===== config.mk =====
export PLATFORM = sky130hd
export DESIGN_NAME = mgmt_reg_bank
export DESIGN_NICKNAME = d
export VERILOG_FILES = /design/src/hdl/status_latch.v /design/src/hdl/mgmt_reg_bank.v
export VERILOG_INCLUDE_DIRS = /design/src /design/src/common
export SDC_FILE = /design/constraint.sdc
export NUM_CORES = 1
export LEC_CHECK = 0
export CAP_MARGIN = 10
export CORE_UTILIZATION = 60
export DETAILED_ROUTE_END_ITERATION = 8
export DONT_BUFFER_PORTS = 1
export PLACE_DENSITY_LB_ADDON = 0.15
export SYNTH_ARGS = -nofsm -noshare
export SYNTH_HDL_FRONTEND = slang
export SYNTH_SLANG_ARGS = --single-unit

===== constraint.sdc =====
create_clock -name core_clk -period 6 [get_ports core_clk]
set_input_delay 0.9 -clock core_clk [delete_from_list [all_inputs] [get_ports core_clk]]
set_output_delay 0.9 -clock core_clk [all_outputs]
set_load 0.02 [all_outputs]

===== src/common/mgmt_reg_bank_defines.vh =====
// Constants for the management register bank: indices, fields, timing.
// Assumes a 25 MHz core clock and 5-bit register indices.
`ifndef MGMT_REG_BANK_DEFINES_VH
`define MGMT_REG_BANK_DEFINES_VH

// ------------------------------------------------------------
// Register indices
// ------------------------------------------------------------
`define IDX_CTRL        5'h00
`define IDX_STAT        5'h01
`define IDX_MISC        5'h1B
`define IDX_EVT         5'h1D

// ------------------------------------------------------------
// Control register fields
// ------------------------------------------------------------
`define CTRL_SOFT_RST   15
`define CTRL_RESTART    9
`define CTRL_RW_MASK    16'h7D80
`define CTRL_RST_VAL    16'h0000

// ------------------------------------------------------------
// Status register fields
// ------------------------------------------------------------
`define STAT_FIXED      16'h7809
`define STAT_AN_DONE    5
`define STAT_RFAULT     4
`define STAT_LINK       2
`define STAT_JABBER     1

// ------------------------------------------------------------
// Miscellaneous register fields
// ------------------------------------------------------------
`define MISC_WC         15
`define MISC_ANY_CLR    14
`define MISC_SS         13
`define MISC_WO         12
`define MISC_CFG_RST    8'h00

// ------------------------------------------------------------
// Soft reset timing
// ------------------------------------------------------------
`define SRST_MAX_MS     500
`define CLK_KHZ         25000
`define SRST_CYCLES     (`SRST_MAX_MS * `CLK_KHZ)

`endif


===== src/hdl/status_latch.v =====
// One latching status bit, latch-high or latch-low.
// Assumes release is a one-cycle pulse on a completed register read.
`timescale 1ns/1ns

module status_latch #(
	parameter HIGH = 1
)(
	input  wire core_clk,
	input  wire rst,
	input  wire soft_clr,
	input  wire cond,
	input  wire release_rd,
	output reg  state_ff
);

reg nxt_state;

// ------------------------------------------------------------
// Latch update
// ------------------------------------------------------------
always @*
begin
	if (soft_clr)
		nxt_state = 1'b0;
	else if (HIGH != 0)
		nxt_state = cond | (state_ff & ~release_rd);
	else
		nxt_state = cond & (state_ff | release_rd);
end

always @(posedge core_clk or posedge rst)
begin
	if (rst)
		state_ff <= 1'b0;
	else
		state_ff <= nxt_state;
end

endmodule


===== src/hdl/mgmt_reg_bank.v =====
// Management register bank with per-bit access attributes.
// Assumes one-cycle read and write strobes synchronous to core_clk.
//
// Operation
// - Registers are selected by their decimal index on the management port.
// - Read-only bits return their value; writes leave them unchanged.
// - Write-only bits take writes; read value is unspecified.
// - Write-one-to-clear bits clear on a written one, not on zero.
// - Write-anything-to-clear bits clear on any write to them.
// - Clear-on-read bits return contents then clear; writes ignored.
// - Latch-low bit holds its low until its register is read.
// - Latch-high bit stays high until read, even if condition left.
// - After read, latch-high follows the condition's current state.
// - Self-clearing bit returns to zero alone; writing zero ignored.
// - Self-setting bit returns to one alone; writing one keeps its current value.
// - Keep-on-soft-reset bits hold their state through soft reset.
// - Read-write bits take writes and read back the current setting.
// - Readable write-anything-clear bit reads current, clears on write.
// - Combined attributes such as read-write self-clearing act together.
// - Soft reset returns all bits to their reset values except keep-on-soft-reset ones.
// - Soft reset completes within the maximum time after being set.
`timescale 1ns/1ns
`include "mgmt_reg_bank_defines.vh"

module mgmt_reg_bank #(
	parameter [15:0] STAT_FIXED  = `STAT_FIXED,
	parameter [31:0] SRST_CYCLES = `SRST_CYCLES,
	parameter        EVT_W       = 8
)(
	input  wire             core_clk,
	input  wire             rst,
	input  wire             mgmt_rd,
	input  wire             mgmt_wr,
	input  wire [4:0]       mgmt_idx,
	input  wire [15:0]      mgmt_wdata,
	input  wire             an_done,
	input  wire             remote_fault,
	input  wire             link_ok,
	input  wire             jabber,
	input  wire [EVT_W-1:0] evt_in,
	input  wire             wc_evt,
	input  wire             write_any_clear_evt,
	output reg  [15:0]      mgmt_rdata_ff,
	output reg  [15:0]      ctrl_ff,
	output reg  [7:0]       misc_cfg_ff,
	output reg              wo_ff,
	output reg              ss_ff,
	output reg              wc_ff,
	output reg              write_any_clear_ff
);

localparam [2:0] LATCH_HIGH = 3'b101;

// ------------------------------------------------------------
// Index decode
// ------------------------------------------------------------
function hit;
	input [4:0] idx;
	input [4:0] target;
	begin
		hit = (idx == target);
	end
endfunction

wire wr_ctrl = mgmt_wr & hit(mgmt_idx, `IDX_CTRL);
wire wr_misc = mgmt_wr & hit(mgmt_idx, `IDX_MISC);
wire rd_stat = mgmt_rd & hit(mgmt_idx, `IDX_STAT);
wire rd_evt  = mgmt_rd & hit(mgmt_idx, `IDX_EVT);

// ------------------------------------------------------------
// Soft reset timer
// ------------------------------------------------------------
reg  [23:0] srst_cnt_ff;
reg  [23:0] nxt_srst_cnt;
wire        srst_done;

assign srst_done = ctrl_ff[`CTRL_SOFT_RST] &
	(srst_cnt_ff == SRST_CYCLES[23:0] - 24'h000001);

always @*
begin
	if (ctrl_ff[`CTRL_SOFT_RST] && !srst_done)
		nxt_srst_cnt = srst_cnt_ff + 24'h000001;
	else
		nxt_srst_cnt = 24'h000000;
end

// ------------------------------------------------------------
// Status latches
// ------------------------------------------------------------
wire [2:0] lat_cond = {remote_fault, link_ok, jabber};
wire [2:0] lat_q;

genvar g;
generate
	for (g = 0; g < 3; g = g + 1)
	begin : g_lat
		status_latch #(
			.HIGH (LATCH_HIGH[g])
		) u_lat (
			.core_clk   (core_clk),
			.rst        (rst),
			.soft_clr   (srst_done),
			.cond       (lat_cond[g]),
			.release_rd (rd_stat),
			.state_ff   (lat_q[g])
		);
	end
endgenerate

// ------------------------------------------------------------
// Next-state logic
// ------------------------------------------------------------
reg [15:0]      nxt_ctrl;
reg [7:0]       nxt_cfg;
reg             nxt_wo;
reg             nxt_ss;
reg             nxt_wc;
reg             nxt_write_any_clear;
reg [EVT_W-1:0] evt_ff;
reg [EVT_W-1:0] nxt_evt;
reg [15:0]      nxt_rdata;

always @*
begin
	nxt_ctrl = ctrl_ff;
	nxt_ctrl[`CTRL_RESTART] = 1'b0;
	if (wr_ctrl)
	begin
		nxt_ctrl = (ctrl_ff & ~`CTRL_RW_MASK) |
			(mgmt_wdata & `CTRL_RW_MASK);
		nxt_ctrl[`CTRL_RESTART] = mgmt_wdata[`CTRL_RESTART];
		nxt_ctrl[`CTRL_SOFT_RST] = ctrl_ff[`CTRL_SOFT_RST] |
			mgmt_wdata[`CTRL_SOFT_RST];
	end
	if (srst_done)
		nxt_ctrl = `CTRL_RST_VAL;

	nxt_cfg = misc_cfg_ff;
	nxt_wo  = wo_ff;
	nxt_ss  = 1'b1;
	nxt_wc  = wc_ff;
	nxt_write_any_clear = write_any_clear_ff;
	if (wr_misc)
	begin
		nxt_cfg = mgmt_wdata[7:0];
		nxt_wo  = mgmt_wdata[`MISC_WO];
		nxt_ss  = mgmt_wdata[`MISC_SS] ? ss_ff : 1'b0;
		if (mgmt_wdata[`MISC_WC])
			nxt_wc = 1'b0;
		nxt_write_any_clear = 1'b0;
	end
	if (wc_evt)
		nxt_wc = 1'b1;
	if (write_any_clear_evt)
		nxt_write_any_clear = 1'b1;

	nxt_evt = evt_ff;
	if (rd_evt)
		nxt_evt = {EVT_W{1'b0}};
	nxt_evt = nxt_evt | evt_in;

	if (srst_done)
	begin
		nxt_wo  = 1'b0;
		nxt_ss  = 1'b1;
		nxt_wc  = 1'b0;
		nxt_write_any_clear = 1'b0;
		nxt_evt = {EVT_W{1'b0}};
	end

	nxt_rdata = 16'h0000;
	if (hit(mgmt_idx, `IDX_CTRL))
		nxt_rdata = ctrl_ff;
	else if (hit(mgmt_idx, `IDX_STAT))
	begin
		nxt_rdata = STAT_FIXED;
		nxt_rdata[`STAT_AN_DONE] = an_done;
		nxt_rdata[`STAT_RFAULT]  = lat_q[2];
		nxt_rdata[`STAT_LINK]    = lat_q[1];
		nxt_rdata[`STAT_JABBER]  = lat_q[0];
	end
	else if (hit(mgmt_idx, `IDX_MISC))
		nxt_rdata = {wc_ff, write_any_clear_ff, ss_ff, 5'h00,
			misc_cfg_ff};
	else if (hit(mgmt_idx, `IDX_EVT))
		nxt_rdata = {{(16-EVT_W){1'b0}}, evt_ff};
end

// ------------------------------------------------------------
// Registers
// ------------------------------------------------------------
always @(posedge core_clk or posedge rst)
begin
	if (rst)
	begin
		ctrl_ff       <= `CTRL_RST_VAL;
		misc_cfg_ff   <= `MISC_CFG_RST;
		wo_ff         <= 1'b0;
		ss_ff         <= 1'b1;
		wc_ff         <= 1'b0;
		write_any_clear_ff <= 1'b0;
		evt_ff        <= {EVT_W{1'b0}};
		srst_cnt_ff   <= 24'h000000;
		mgmt_rdata_ff <= 16'h0000;
	end
	else
	begin
		ctrl_ff     <= nxt_ctrl;
		misc_cfg_ff <= nxt_cfg;
		wo_ff       <= nxt_wo;
		ss_ff       <= nxt_ss;
		wc_ff       <= nxt_wc;
		write_any_clear_ff <= nxt_write_any_clear;
		evt_ff      <= nxt_evt;
		srst_cnt_ff <= nxt_srst_cnt;
		if (mgmt_rd)
			mgmt_rdata_ff <= nxt_rdata;
	end
end

endmodule


==> metrics.csv <==
stage,metric,value,unit
synth,sequential fraction of the synthesis area,0.5351,
synth,cell taking the most area after synthesis,dfrtp_1,
synth,"FFs w/ async S/R, synth",1.000,
die,Core Rows,26,
critical_path,crit path launch type,flop,
critical_path,required time of the critical path,6.17,ns
synth,"EDFF count, synth",0,
synth,synth cell count leaders,"dfrtp_1, nor2_1, a21oi_1",
drt,final WL,6838,microns
die,Die W,76.94,microns
sta,RSZ-0062 raised after global routing,false,
clock_network,setup bufs post-CTS,0,
die,Top Ports,83,
layout,Syn-to-layout area delta,5.607,%
clock_network,CTS tree,built,
synth,main area contributors after synthesis,"dfrtp_1, a21oi_1, nor2_1",
sta,"Hold Vio Cnt, Final",0,
sta,f_max,0.4101,GHz
clock_network,cts hold-fix bufs,0,
global_routing,grt ovf,0,
sta,Final setup viols,0,
critical_path,RR Startpoint,srst_cnt_ff[0],
critical_path,critical path arrival,2.61,ns
sta,Tightest Pin Transition,0.9393,ns
place,GP Congestion,0.8114,
clock_network,register clock-pin slew on the reported worst setup and hold paths,0.07,ns
die,Starting Density,0.6394,
power,VDD IR-drop max,190.6,uV
synth,Gate Count Post-Synth,328,
die,core area,5270,sq um
power,total power,0.9959,mW
sta,max-slew violations,0,
place,HPWL after detailed placement,4756,microns
global_routing,first-pass GRT wire length,11410,microns
power,Psw,0.2680,mW
sta,slew margin rel.,0.3738,
synth,Most used DFF post-synth,dfrtp_1,
run,number of max-cap violations,0,
clock_network,Root Driver,clkbuf_8,
min_path,HP Start,srst_cnt_ff[0],
clock_network,H-Tree Level Count,3,
place,Buffers on Ports,0,
sta,Tcrit/Tclk final,0.4064,
global_routing,initial antenna violation count,0,
synth,number of distinct library cells after synthesis,47,
drt,Final ANT Viol Nets,0,
layout,Ant. Diodes,0,
critical_path,CP Max Fanout,24,
drt,Pre-antenna DRT Iters,4,
power,pwr dens,279.9,nW/um^2
global_routing,largest net degree at the start of global routing,73,
layout,final net count,364,
die,die area,5920,sq um
drt,initial drt markers,149,
clock_network,Skew-Pair Late Insertion Delay,0.34,ns
global_routing,Total GRT Usage,0.2475,
layout,# fillers,433,
drt,DRC,0,
sta,Layout Skew,0.01174,ns
clock_network,TritonCTS Buffers,9,
power,register share of total power,0.572,
status,status,completed,
synth,post-synthesis average cell area,10.27,sq um
sta,total negative slack,0,ns
power,Leak Pwr,1.463,nW
synth,most frequent cell after synthesis,dfrtp_1,
synth,mapped cell area,3369,sq um
die,Die Ht,76.94,microns
clock_network,CTS max path bufs,2,
min_path,hold crit path type,flop to flop,
synth,synth warn,0,
layout,share of post-route cells with drive strength above 1,0.1277,
critical_path,kind of critical path,flop to flop,
critical_path,Worst Setup SP,srst_cnt_ff[0],
drt,drt wl/cell,17.14,microns
power,cell-internal power,0.7279,mW
clock_network,CTS-repair resized insts,0,
synth,#FFs+latches synth,72,
global_routing,number of global-route vias before repair,2380,
synth,Yosys top cell area share,0.5273,
power,switching share of power,0.2691,
drt,Vias,2413,
clock_network,clock sink count,72,
power,Logic pwr share,0.051,
drt,number of vias per cell,6.048,
critical_path,Crit. End Element,flop,
power,clock share of power,0.377,
sta,Tmin final,2.438,ns
kinds of logic after synthesis:
kind of cell	Yosys count	synth area share
AOI/OAI and AO/OA	70	0.1303
DFF	72	0.5351
muxes	11	0.03676
xor gates and xnor gates	14	0.03639
adders and majority gates	1	0.003713
buffers and inverters	34	0.05162
and+or+nand+nor	125	0.2050
other	1	0.001113
path summary, 6_finish.rpt:
kind | to | cells past startpoint | slack (ns)
worst min register to register | srst_cnt_ff[0] | 1 | 0.49
max in group asynchronous | srst_cnt_ff[19] | 2 | 4.73
worst max register to register | ctrl_ff[15] | 5 | 3.56
min in group asynchronous | srst_cnt_ff[5] | 2 | 0.71
worst max-delay path | ctrl_ff[15] | 5 | 3.56
worst min-delay path | srst_cnt_ff[0] | 1 | 0.49
area by class of cell:
type,count,area [sq um],area share
Multi-Input combinational cell,228,1415,0.3977
Tap cell,70,87.58,0.02461
Inverter,11,41.29,0.01160
Timing Repair Buffer,2,15.01,0.004219
Clock buffer,10,127.6,0.03586
Sequential cell,72,1803,0.5067
Clock inverter,6,68.82,0.01934
layout by cell type, fill, tap and decap left out, types with 3 or more instances in the layout:
cell	netlist	final
a21oi_1	33	33
a22o_1	5	5
a22oi_1	5	5
a31oi_1	3	3
and3_1	4	4
and4_1	5	5
clkbuf_8	0	9
conb_1	1	7
dfrtp_1	71	71
inv_1	11	10
mux2_2	11	11
nand2_1	19	19
nand3_1	22	22
nand4_1	8	8
nor2_1	39	39
nor2b_1	3	3
o21ai_0	11	11
o31ai_1	4	4
or4_1	3	3
xnor2_1	6	6
xor2_1	8	8
power groups by stage:
stage               clock, mW  sequential [mW]  combinational, mW
CTS                     0.381            0.570             0.0520
finish                  0.375            0.570             0.0510
global route            0.400            0.573             0.0583
floorplan                   0            0.571             0.0502
global placement            0            0.578             0.0492
detailed placement          0            0.579             0.0518
sequential cells by signal, indices dropped and copies added, names as in the netlist:
name,cells
wc_ff,1
g_lat.u_lat.state_ff,3
ctrl_ff,9
evt_ff,8
misc_cfg_ff,8
srst_cnt_ff,24
write_any_clear_ff,1
ss_ff,1
mgmt_rdata_ff,16
wo_ff,1
critical path, stage by stage, from the launching register on:
cell and delay [ns]:
dfrtp_1 0.39, ha_1 0.22, and4_1 0.38, nand4_2 0.22, o31ai_4 0.86, o21ai_0 0.19
metal layers:
| metal | up-vias | global-route usage | wire, microns |
|---|---|---|---|
| li1 | 1149 | - | - |
| met1 | 1168 | 0.3339 | 3044 |
| met2 | 85 | 0.3741 | 3196 |
| met3 | 11 | 0.06190 | 489 |
| met4 | 0 | 0.1192 | 107 |
| met5 | - | 0 | 0 |
metrics by stage:
step	setup slack, ns	hold slack [ns]	instance area, sq um	util	cells
after floorplan	3.277	0.4516	3392	-	334
after global placement	3.527	0.4665	3362	0.6379	383
after detailed placement	3.527	0.4815	3362	0.6379	383
after CTS	3.547	0.4915	3558	0.6752	399
after global routing	3.331	0.5240	3558	0.6752	399
final	3.562	0.4864	3558	0.6752	399
Note: power is estimated with default switching activity, not from simulation.
